===== config.mk =====
export PLATFORM = sky130hd
export DESIGN_NAME = serial_dac_load_interface
export DESIGN_NICKNAME = d
export VERILOG_FILES = /design/src/verilog/serial_dac_pkg.sv /design/src/verilog/code_buffer.sv /design/src/verilog/serial_dac_load_interface.sv
export SDC_FILE = /design/constraint.sdc
export NUM_CORES = 1
export LEC_CHECK = 0
export BUFFER_PORTS_ARGS = -buffer_cell sky130_fd_sc_hd__buf_2
export CORE_MARGIN = 4
export CORE_UTILIZATION = 49
export DETAILED_ROUTE_END_ITERATION = 6
export GPL_TIMING_DRIVEN = 0
export PLACE_DENSITY = 0.7
export SYNTH_ARGS = -nofsm -noshare
export SYNTH_HDL_FRONTEND = slang
export SYNTH_HIERARCHICAL = 1
export SYNTH_SLANG_ARGS = --single-unit

===== constraint.sdc =====
create_clock -name sys_clk -period 1.7 [get_ports sys_clk]
set_clock_uncertainty 0.15 [all_clocks]
set_input_delay 0 -clock sys_clk [delete_from_list [all_inputs] [get_ports sys_clk]]
set_output_delay 0 -clock sys_clk [all_outputs]
set_load 0.05 [all_outputs]

===== src/verilog/serial_dac_pkg.sv =====
// constants for the serial converter load port
// assumes a 10 MHz system clock sampling the serial pins
package serial_dac_pkg;
   localparam int           CODE_W       = 12;
   localparam logic [11:0]  CODE_RESET   = 12'h000;
   localparam logic [11:0]  CODE_FULL    = 12'hFFF;
   localparam int           SYNC_STAGES  = 2;
   localparam int           BUF_DEPTH    = 2;
   localparam int           CLK_PERIOD_NS = 100;
   localparam int           DOUT_DELAY_NS = 150;
   localparam int           DOUT_DELAY_CYC = (DOUT_DELAY_NS / CLK_PERIOD_NS) < 1 ? 1 :
                                             (DOUT_DELAY_NS / CLK_PERIOD_NS);
   typedef enum logic [1:0] {
      ST_IDLE  = 2'b00,
      ST_SHIFT = 2'b01
   } port_state_e;
endpackage

===== src/verilog/code_buffer.sv =====
// two-entry buffer for loaded codes
// assumes one clock domain; sink may stall
`timescale 1ns/10ps
module code_buffer (
   input  wire logic                            sys_clk,
   input  wire logic                            sys_rst,
   input  wire logic [serial_dac_pkg::CODE_W-1:0] in_data,
   input  wire logic                            in_valid,
   output logic                                 in_ready,
   output logic [serial_dac_pkg::CODE_W-1:0]    out_data,
   output logic                                 out_valid,
   input  wire logic                            out_ready
);
   import serial_dac_pkg::*;
   logic [CODE_W-1:0] mem_r   [BUF_DEPTH];
   logic [CODE_W-1:0] mem_nxt [BUF_DEPTH];
   logic [1:0]        cnt_r;
   logic [1:0]        cnt_nxt;
   logic              push;
   logic              pop;
   always_comb begin
      push       = in_valid && in_ready;
      pop        = out_valid && out_ready;
      in_ready   = (cnt_r != 2'h2);
      out_valid  = (cnt_r != 2'h0);
      out_data   = mem_r[0];
      mem_nxt[0] = mem_r[0];
      mem_nxt[1] = mem_r[1];
      cnt_nxt    = cnt_r;
      if (pop) begin
         mem_nxt[0] = mem_r[1];
      end
      if (push) begin
         if (cnt_r == 2'h0 || (cnt_r == 2'h1 && pop)) begin
            mem_nxt[0] = in_data;
         end else begin
            mem_nxt[1] = in_data;
         end
      end
      if (push && !pop) begin
         cnt_nxt = cnt_r + 2'h1;
      end else if (pop && !push) begin
         cnt_nxt = cnt_r - 2'h1;
      end
   end
   always_ff @(posedge sys_clk) begin
      if (sys_rst) begin
         cnt_r    <= 2'h0;
         mem_r[0] <= CODE_RESET;
         mem_r[1] <= CODE_RESET;
      end else begin
         cnt_r    <= cnt_nxt;
         mem_r[0] <= mem_nxt[0];
         mem_r[1] <= mem_nxt[1];
      end
   end
endmodule


===== src/verilog/serial_dac_load_interface.sv =====
// serial load port of a 12-bit voltage-output converter
// assumes serial pins are asynchronous to sys_clk and slow against it
//
// Notes on behaviour
// - each serial clock rising edge while select_load_n is low captures the data input into the shift register
// - serial clock edges are ignored while select_load_n is high
// - select_load_n rising copies the shift register into the converter register
// - serial data output shows shift register msb, updated after a rising edge
// - shift register and converter register are both 12 bits wide
// - code 4095, all ones, is full scale; flagged on full_scale
`timescale 1ns/10ps
module serial_dac_load_interface (
   input  wire logic                              sys_clk,
   input  wire logic                              sys_rst,
   input  wire logic                              serial_clk,
   input  wire logic                              serial_din,
   input  wire logic                              select_load_n,
   output logic                                   serial_dout,
   output logic [serial_dac_pkg::CODE_W-1:0]      dac_code,
   output logic                                   dac_code_valid,
   input  wire logic                              dac_code_ready,
   output logic                                   full_scale,
   output logic                                   load_dropped
);
   import serial_dac_pkg::*;
   ////////////////////////////////////////////////////////////////////////////
   // pin synchronisers: first stage read only by the second
   logic [SYNC_STAGES-1:0] sclk_sync_r;
   logic [SYNC_STAGES-1:0] din_sync_r;
   logic [SYNC_STAGES-1:0] sel_sync_r;
   logic                   sclk_d_r;
   logic                   sel_d_r;
   always_ff @(posedge sys_clk) begin
      if (sys_rst) begin
         sclk_sync_r <= '0;
         din_sync_r  <= '0;
         sel_sync_r  <= '1;
         sclk_d_r    <= 1'b0;
         sel_d_r     <= 1'b1;
      end else begin
         sclk_sync_r <= {sclk_sync_r[0], serial_clk};
         din_sync_r  <= {din_sync_r[0], serial_din};
         sel_sync_r  <= {sel_sync_r[0], select_load_n};
         sclk_d_r    <= sclk_sync_r[1];
         sel_d_r     <= sel_sync_r[1];
      end
   end
   logic sclk_rise;
   logic sel_rise;
   logic sel_low;
   logic din_s;
   // data synchroniser is as deep as clock's so setup relation holds
   assign din_s     = din_sync_r[1];
   assign sel_low   = !sel_sync_r[1];
   assign sclk_rise = sclk_sync_r[1] && !sclk_d_r;
   assign sel_rise  = sel_sync_r[1] && !sel_d_r;
   ////////////////////////////////////////////////////////////////////////////
   // shift path
   port_state_e       state_r;
   port_state_e       state_nxt;
   logic [CODE_W-1:0] shift_r;
   logic [CODE_W-1:0] shift_nxt;
   logic              dout_r;
   logic              dout_nxt;
   always_comb begin
      state_nxt = state_r;
      shift_nxt = shift_r;
      dout_nxt  = dout_r;
      case (state_r)
         ST_IDLE: begin
            if (sel_low && !sclk_sync_r[1]) begin
               // entering with clock high would fake an edge; host keeps it low
               state_nxt = ST_SHIFT;
            end
         end
         ST_SHIFT: begin
            if (!sel_low) begin
               state_nxt = ST_IDLE; // edges ignored while deselected
            end else if (sclk_rise) begin
               shift_nxt = {shift_r[CODE_W-2:0], din_s}; // msb first
               dout_nxt  = shift_r[CODE_W-2]; // outgoing bit after the edge
            end
         end
         default: begin
            state_nxt = ST_IDLE;
         end
      endcase
   end
   always_ff @(posedge sys_clk) begin
      if (sys_rst) begin
         state_r <= ST_IDLE;
         shift_r <= CODE_RESET;
         dout_r  <= 1'b0;
      end else begin
         state_r <= state_nxt;
         shift_r <= shift_nxt;
         dout_r  <= dout_nxt;
      end
   end
   assign serial_dout = dout_r;
   ////////////////////////////////////////////////////////////////////////////
   // converter register, loaded only on select rising
   logic [CODE_W-1:0] conv_r;
   logic [CODE_W-1:0] conv_nxt;
   logic              full_r;
   logic              full_nxt;
   logic              drop_r;
   logic              drop_nxt;
   logic              buf_in_ready;
   logic [CODE_W-1:0] buf_data;
   logic              buf_valid;
   logic              buf_pop;
   always_comb begin
      conv_nxt = conv_r;
      drop_nxt = 1'b0;
      if (sel_rise) begin
         conv_nxt = shift_r;
         drop_nxt = !buf_in_ready;
      end
      full_nxt = (conv_nxt == CODE_FULL);
   end
   always_ff @(posedge sys_clk) begin
      if (sys_rst) begin
         conv_r <= CODE_RESET;
         full_r <= 1'b0;
         drop_r <= 1'b0;
      end else begin
         conv_r <= conv_nxt;
         full_r <= full_nxt;
         drop_r <= drop_nxt;
      end
   end
   assign full_scale   = full_r;
   assign load_dropped = drop_r;
   ////////////////////////////////////////////////////////////////////////////
   // loaded codes to the analog side; a stall there keeps three codes
   code_buffer u_buf (
      .sys_clk   (sys_clk),
      .sys_rst   (sys_rst),
      .in_data   (shift_r),
      .in_valid  (sel_rise),
      .in_ready  (buf_in_ready),
      .out_data  (buf_data),
      .out_valid (buf_valid),
      .out_ready (buf_pop)
   );
   logic [CODE_W-1:0] code_out_r;
   logic [CODE_W-1:0] code_out_nxt;
   logic              code_vld_r;
   logic              code_vld_nxt;
   // output stage refills only when empty or being taken, so a stall loses nothing
   // and a sink holding ready high takes each code exactly once
   always_comb begin
      buf_pop      = !code_vld_r || dac_code_ready;
      code_out_nxt = code_out_r;
      code_vld_nxt = code_vld_r;
      if (buf_pop) begin
         code_vld_nxt = buf_valid;
         if (buf_valid) begin
            code_out_nxt = buf_data;
         end
      end
   end
   always_ff @(posedge sys_clk) begin
      if (sys_rst) begin
         code_out_r <= CODE_RESET;
         code_vld_r <= 1'b0;
      end else begin
         code_out_r <= code_out_nxt;
         code_vld_r <= code_vld_nxt;
      end
   end
   // buffer plus this stage hold three codes; a fourth unread load is dropped
   assign dac_code       = code_out_r;
   assign dac_code_valid = code_vld_r;
endmodule


==> results.txt, run 1 <==
Final routed wire length divided by cell count: 15.0 microns. The number of buffers created by CTS was 9; the final worst-path setup slack was -49.4 ps. The logs give 34 for the number of distinct library cell variants in the gate-level netlist after synthesis and 0 for the number of routed nets with antenna violations. In the routed design, unresolved DRC markers number 0. TritonCTS built the clock tree.

The floorplan step set the die height to 85.9 microns. The run gives 61.9% as the core occupancy in the finished layout. The hold violation total from the final report is 0, and the number of detailed-route iterations in the first pass is 4. In this run the power density over the cells is 1300 mW/mm^2.

On the final layout, the worst hold slack is 209 ps. The buffering stage count on the worst path with inverters included was 3; the peak supply drop was 0.000723 V. The netlist area before placement came out at 0.00297 sq mm. The worst setup path is captured at a register. 22 I/O pins were placed.

When the netlist entered floorplanning its net count stood at 352. The logs give 50.2% for the starting utilization of the core area and 1800 ps for the required time of the worst setup path. At the end of the flow, the number of nets in the layout was 395. The logs give 19.5% for the total track usage and 343 for the synthesized instance count. The run gives 0.00738 sq mm as the area of the die. The signal on the critical path passes through inv_2 -> ha_4 -> or2b_1 -> buf_6 -> buf_12 -> mux2i_1 -> a221oi_1. The fraction of final layout cells with drive strength greater than 1 works out to 26.1%. The worst setup path is launched from a register. The tools report the start of the worst register-to-register path as u_buf/cnt_r[0].

The count of flip-flops with a built-in enable after synthesis is 0, and the wire length of the first global-routing pass is 11.1 mm. The clock net in this run drives a total of 74 sinks. The checks that failed: negative setup slack. The total of flip-flops plus latches after synthesis was 74. For this run, the leading register cell type out of synthesis is dfxtp_1. Of all flip-flops after synthesis, the portion carrying an async set or reset was 0%.

The slew at the pin with the worst max-slew slack was 581 ps; the via count of the first global-routing pass was 2,293. After clock tree synthesis, the clock-pin slew on the worst setup and hold paths is 80 ps. The tools report the final weighted congestion of routability-driven global placement as 0.802.

In this run the tool buffered the top-level ports with 21 buffer cells. The H-tree was split into 3 levels. The biggest cell delay along the critical path was 350 ps; the clock latency on the worst-skew pair was 350 ps.

The data arrival time of the critical path is 1850 ps. In this run, placement finished with an instance count of 439. After the first detailed-routing iteration, the DRC count stood at 220. Of the synthesized area, sequential elements account for 49.8%. The initial antenna violation count is 0.

The number of antenna diodes in the final layout is 0. After layout, the worst path uses 103% of the clock period. In this run the horizontal extent of the chip is 85.9 microns. Summed over all cells, the static leakage comes to 1.43 nW.

The largest fanout of any net on the critical path works out to 7. The post-synthesis to final-layout area growth came out at 23.2%. The logs give 572 MHz for the maximum clock frequency and 18 for the maximum number of pins on one net before global-route repair.

After synthesis, the largest area contributor takes up 49.8% of total cell area. The tool flagged a number of max-cap violations equal to 0. The critical path class is reg -> reg. Most area-hungry cell type in the Yosys netlist: dfxtp_1.

Type of the worst min-delay path: in -> reg. After legalization and detailed placement, the total HPWL measured 4.60 mm. The run finished, with violations left.

The mean post-synth cell area is 8.67 sq um. Sorting the synthesized cells by area gives the leading types as dfxtp_1, a21oi_1, nand2_1. The clock root buffer is clkbuf_8. The tools report the startpoint of the most critical hold path as select_load_n. The count of placed standard cells in the final layout, fillers left out came out at 466. For this design, the slowest cell found on the critical path is dfxtp_2.

The site row count was 28. The run gives 2,504 as the vias after detailed routing. Origin of the worst setup path: u_buf/cnt_r[0]. The count of endpoints failing setup in the final report was 6; the average via count per standard cell was 5.37.

The cell family with the largest share of critical-path delay is flip-flops. The number of buffers between clock root and the deepest sink was 2; the remaining max-slew budget at the tightest pin was 61.3%. Global routing finished with a remaining overflow of 0. The number of warnings printed during yosys synthesis came out at 6. After floorplanning, the core was sized to cover 0.00592 sq mm. Final critical delay including setup and external delays: 1750 ps. For the count of pins over their slew limit, the log shows 0.

For the register-to-register setup slack, the log shows -50 ps. Setup repair after global routing could not meet its margin everywhere. The final layout contains routed wiring with a total length of 6.99 mm.
worst min-delay path: cells and delay by family:
family,cells,cell delay [ps]
and+or+nand+nor,1,80
buffers and inverters,2,600
cell usage in the layout (no fill, tap or decap), types with 3 or more instances in the layout:
| cell type | netlist | layout |
|---|---|---|
| a221oi_1 | 12 | 5 |
| or2_2 | 3 | 3 |
| clkbuf_8 | 0 | 9 |
| dlygate4sd3_1 | 0 | 5 |
| nor2_1 | 14 | 14 |
| clkbuf_1 | 15 | 9 |
| o21ai_1 | 0 | 3 |
| a21oi_1 | 51 | 51 |
| dfxtp_2 | 0 | 3 |
| inv_1 | 5 | 3 |
| and3_1 | 4 | 4 |
| buf_2 | 7 | 27 |
| a221oi_2 | 0 | 7 |
| nor2b_1 | 6 | 5 |
| nand4_1 | 4 | 4 |
| inv_2 | 1 | 3 |
| mux2i_1 | 12 | 12 |
| buf_6 | 2 | 5 |
| buf_4 | 13 | 19 |
| nand3_1 | 26 | 26 |
| dfxtp_1 | 74 | 70 |
| nand2_1 | 62 | 61 |
| o21ai_0 | 12 | 9 |
per-stage QoR:
stage / power (W) / setup WS [ps] / setup TNS (ps) / cell area (sq um)
detailed placement: 0.00290 / -239 / -3720 / 3220
global route: 0.00495 / -104 / -849 / 3660
global placement: 0.00288 / -209 / -3200 / 3220
floorplan: 0.00269 / -57.8 / -593 / 3020
CTS: 0.00455 / -0.680 / -0.680 / 3570
finish: 0.00475 / -49.4 / -127 / 3660
logic make-up (layout without fill, tap and decap cells):
kind of cell,Yosys count,count (layout),share of synthesized area [%]
simple gates,128,128,20.1
compound gates,79,79,15.4
flops,74,74,49.8
buf+inv,45,93,8.75
mux,13,13,4.42
fa+ha+maj,3,3,1.26
xor+xnor,1,1,0.295
metal layers:
| layer | wire [microns] | global-route usage (%) | share of wire [%] |
|---|---|---|---|
| met5 | 0 | 0 | 0 |
| met4 | 89 | 8.63 | 1.3 |
| met3 | 487 | 4.90 | 7.0 |
| met2 | 3300 | 29.2 | 47 |
| met1 | 3110 | 26.4 | 45 |
path summary, 6_finish.rpt:
path | to | cells past startpoint
worst max-delay path | u_buf/mem_r[0][0] | 7
worst min-delay path | sel_sync_r[0] | 3
worst max register to register | u_buf/mem_r[0][0] | 7
worst min register to register | sel_sync_r[1] | 1
area by class of cell:
cell class	instances	area [sq um]
Fill cell	507	2260
Sequential cell	74	1490
Multi-Input combinational cell	224	1330
Buffer	36	251
Timing Repair Buffer	34	233
Clock buffer	11	153
Tap cell	75	93.8
Clock inverter	5	83.8
Inverter	7	33.8
cells in the mapped netlist, types with 2 or more instances:
| library cell | n |
|---|---|
| clkbuf_1 | 15 |
| buf_2 | 7 |
| buf_6 | 2 |
| o21ai_0 | 12 |
| a21oi_1 | 51 |
| dfxtp_1 | 74 |
| inv_1 | 5 |
| nand3_1 | 26 |
| nand4_1 | 4 |
| nor2_1 | 14 |
| nor2b_1 | 6 |
| nand2_1 | 62 |
| or2_2 | 3 |
| nand2b_1 | 3 |
| a221oi_1 | 12 |
| and3_1 | 4 |
| ha_1 | 3 |
| buf_4 | 13 |
| mux2i_1 | 12 |
repair_timing:
item                       CTS  global route
hold buffers                 5             0
hold endpoints to repair     9             0
setup endpoints to repair   25            22
pin swaps                   10             3
buffers inserted             4             3
resized for setup           19            21
cloned                       0             1
registers in the layout (all words and copies together), names as in the netlist:
name	flops
shift_r	12
full_scale	1
sclk_sync_r	2
load_dropped	1
u_buf/cnt_r	2
u_buf/mem_r	24
dac_code	12
sel_d_r	1
dac_code_valid	1
din_sync_r	2
state_r	1
sel_sync_r	2
conv_r	12
sclk_d_r	1
power breakdown:
group / internal, W / switching [W] / total (W) / leakage [nW]
combinational: 0.000572 / 0.000735 / 0.00131 / 0.723
clock: 0.000921 / 0.000672 / 0.00159 / 0.111
sequential: 0.00181 / 0.0000437 / 0.00185 / 0.600
(Power assumes the default switching activity.)
==> inputs of run 2 (changes only) <==
- PLACE_DENSITY: 0.7 -> 0.67
==> run 2 against run 1 <==
Compared with the run above: the run still ends with negative setup slack left; clock power shrank 22%; utilization about the same; critical path depth decreased by 1; first-iteration DRC count shrank 35%; global-route usage fell by 1.2 points; routed wire length fell by 10%; worst hold slack gained 17 ps; sequential power is essentially flat; sequential cell count unchanged; register-to-register slack gained 20 ps; sequential share of layout area hardly changed; power is 7.3% lower.
==> results.txt, run 2 (same netlist as run 1, synthesis figures left out) <==
STA classifies the critical path endpoint as a register. The cell depth of the worst min-delay path was 3 (unchanged). The flow ran to the end, but the final reports show violations. The leakage power figure is 1.46 nW (+1.8%), and the total design power is 0.00440 W (-7.3%). The cell family with the largest share of critical-path delay is flip-flops. The largest fanout of any net on the critical path is 7 (unchanged), and the number of DRC violations after detailed routing is 0 (unchanged).

Depth of the CTS H-tree: 3 (unchanged). The area of the die was 0.00738 sq mm (unchanged); the number of buffers between clock root and the deepest sink was 2 (unchanged). For the net count reported at finish, the log shows 400 (+1.3%).

The top cell types in the final layout, fill and taps aside, are dfxtp_1, nand2_1, a21oi_1. In this run the worst hold path is classified as in -> reg. The startpoint identified for the worst register-to-register timing path is u_buf/cnt_r[0].

The data arrival time of the critical path came out at 1810 ps (-40 ps). For the count of endpoints failing setup in the final report, the log shows 6 (unchanged). The met3 wirelength from detailed routing was 265 microns (-46%). The length of routed wiring on met1 was 2.85 mm (-8.6%).

Die height: 85.9 microns (unchanged). The logs give 60.5% (-0.80 points) for the remaining max-slew budget at the tightest pin and 471 (+1.1%) for the count of placed standard cells in the final layout, fillers left out. The endpoint of the worst hold path is sel_sync_r[0]. The tools report the via count of the first global-routing pass as 2,299 (+0.26%). The clock latency on the worst-skew pair is 340 ps (about the same), and the average via count per standard cell is 5.19 (-3.4%). The starting utilization of the core area is 50.2% (unchanged), and the area of all placed cells without fillers is 0.00367 sq mm (about the same). For the count of pins over their slew limit, the log shows 0 (unchanged).

The run gives 0.00149 sq mm (+0.17%) as the total area of sequential cells. The largest individual stage delay along the critical path comes from the cell dfxtp_4. The run gives 18 (unchanged) as the maximum number of pins on one net before global-route repair. Startpoint of the most critical hold path: select_load_n.

The register clock-pin slew on the reported worst setup and hold paths is 70 ps (about the same), and the number of detailed-route iterations in the first pass is 4 (unchanged). The tools report the final worst-path setup slack as -32.5 ps (+16.9 ps). The total wire length after detailed routing was 6.29 mm (-10%). The worst register-to-register path ends at u_buf/cnt_r[0]. Most common cell after layout, fill and taps aside: dfxtp_1. TritonCTS built the clock tree. The required time of the worst setup path is 1780 ps (-20 ps), and the cell count after placement is 439 (unchanged).

For the core occupancy in the finished layout, the log shows 61.9% (about the same). Setup repair after global routing could not meet its margin everywhere. The depth of the most critical reg-to-reg path came out at 6 (-1). Max-cap check violation count: 0 (unchanged). The total clock sinks was 74 (unchanged); the final critical delay including setup and external delays was 1730 ps (-16.9 ps).

The half-perimeter wire length of the detailed placement result is 4.46 mm (-3.0%), and the buffering stage count on the worst path with inverters included is 2 (-1). The areal power density over the cells came out at 1200 mW/mm^2 (-7.4%). For the total area of multi-input combinational cells, the log shows 0.00133 sq mm (+0.47%). The tools report the hold violation total from the final report as 0 (unchanged). The logs give 3.10 mm (-6.1%) for the routed wire length on met2 and 0.00592 sq mm (unchanged) for the total core area.

Walking the worst path, the cells encountered are inv_4 -> ha_4 -> or2b_1 -> buf_6 -> xnor2_2 -> mux2_2. The final weighted congestion of routability-driven global placement came out at 0.855 (+6.6%). The final reports fail on negative setup slack.

The maximum clock frequency was 577 MHz (+0.98%). The total track usage was 18.3% (-1.2 points); the setup TNS was -74.5 ps (+52.8 ps). The number of buffers created by CTS is 9 (unchanged). The worst setup path is of the reg -> reg kind. The total cell area at the placement stage is 0.00322 sq mm (unchanged), and the wire length of the first global-routing pass is 10.6 mm (-4.4%). The slew at the pin with the worst max-slew slack is 593 ps (+12.1 ps).

The quantity of I/O buffers inserted on ports works out to 21 (unchanged). The width of the die came out at 85.9 microns (unchanged). The number of flip-flops under the largest register name was 24 (unchanged); the remaining global-route overflow was 0 (unchanged).

The run gives 144 (-35%) as the number of violations reported at the end of detailed-routing iteration 0. The total inserted antenna cells is 0 (unchanged). The kind of start point of the critical path was a register. The site row count came out at 28 (unchanged). Number of primary I/O pins: 22 (unchanged). The peak supply drop is 0.000774 V (+7.1%).

The root buffer cell chosen for the clock tree is clkbuf_8. The post-route clock period utilization was 102% (-1.0 points); the biggest cell delay along the critical path was 370 ps (+20 ps). Routed signal wires occupy layers up through met4. The tools report the vias after detailed routing as 2,445 (-2.4%).

The fraction of final layout cells with drive strength greater than 1 is 27.3% (+1.2 points), and the post-synthesis to final-layout area growth is 23.3% (about the same). The number of fillers in the final layout is 515 (+1.6%), and the initial antenna violation count is 0 (unchanged). The register-to-register setup slack came out at -30 ps (+20 ps). The final routed wire length divided by cell count came out at 13.3 microns (-11%). The register with the most flip-flops in the final layout is u_buf/mem_r. The number of routed nets with antenna violations was 0 (unchanged).
-- run 2: metrics by stage --
stage / setup WS (ps) / hold WS [ps]
6_report: -32.5 / 226
5_1_grt: -95.4 / 235
4_1_cts: -8.54 / 210
3_5_place_dp: -207 / 38.3
3_3_place_gp: -202 / 38.4
2_1_floorplan: -57.8 / -46.2
-- run 2: area by class of cell --
| class | count | share of cell area [%] |
|---|---|---|
| clock buffers | 14 | 4.71 |
| well taps | 75 | 2.56 |
| inverters | 7 | 1.13 |
| repair buffers | 39 | 7.37 |
| multi-input cells | 224 | 36.4 |
| clock inverters | 2 | 0.273 |
| flip-flops and latches | 74 | 40.7 |
| plain buffers | 36 | 6.93 |
-- run 2: what timing repair did --
action / in CTS / in global routing
hold buffers: 5 / 0
setup buffers: 4 / 8
hold endpoints to repair: 9 / 0
setup endpoints to repair: 24 / 33
gates resized for setup: 11 / 36
pin swaps: 10 / 5
gates cloned: 0 / 1
-- run 2: worst max-delay path by stage --
| stage | start | endpoint | slack, ps | cells after the start |
|---|---|---|---|---|
| floorplan | dac_code_valid | u_buf/cnt_r[0] | -60 | 6 |
| global placement | sel_d_r | u_buf/mem_r[0][20] | -200 | 9 |
| detailed placement | sel_sync_r[1] | u_buf/mem_r[0][13] | -210 | 9 |
| CTS | u_buf/cnt_r[0] | u_buf/mem_r[0][8] | -9 | 7 |
| global route | u_buf/cnt_r[0] | u_buf/mem_r[0][11] | -100 | 7 |
| finish | u_buf/cnt_r[0] | u_buf/cnt_r[0] | -30 | 6 |
-- run 2: tightest hold or removal path: cells and delay by family --
family | cells | cell delay, ps
buffers and inverters | 2 | 610
AND/OR/NAND/NOR | 1 | 80
-- run 2: where the power goes --
group,internal [W],switching [W],total [W]
Clock,0.000646,0.000595,0.00124
Sequential,0.00181,0.0000428,0.00185
Combinational,0.000581,0.000724,0.00131
-- run 2: routing by layer --
metal | up-vias | track usage (%)
met5 | - | 0
met4 | 0 | 6.62
met3 | 8 | 5.57
met2 | 50 | 31.1
met1 | 1119 | 21.6
li1 | 1268 | -
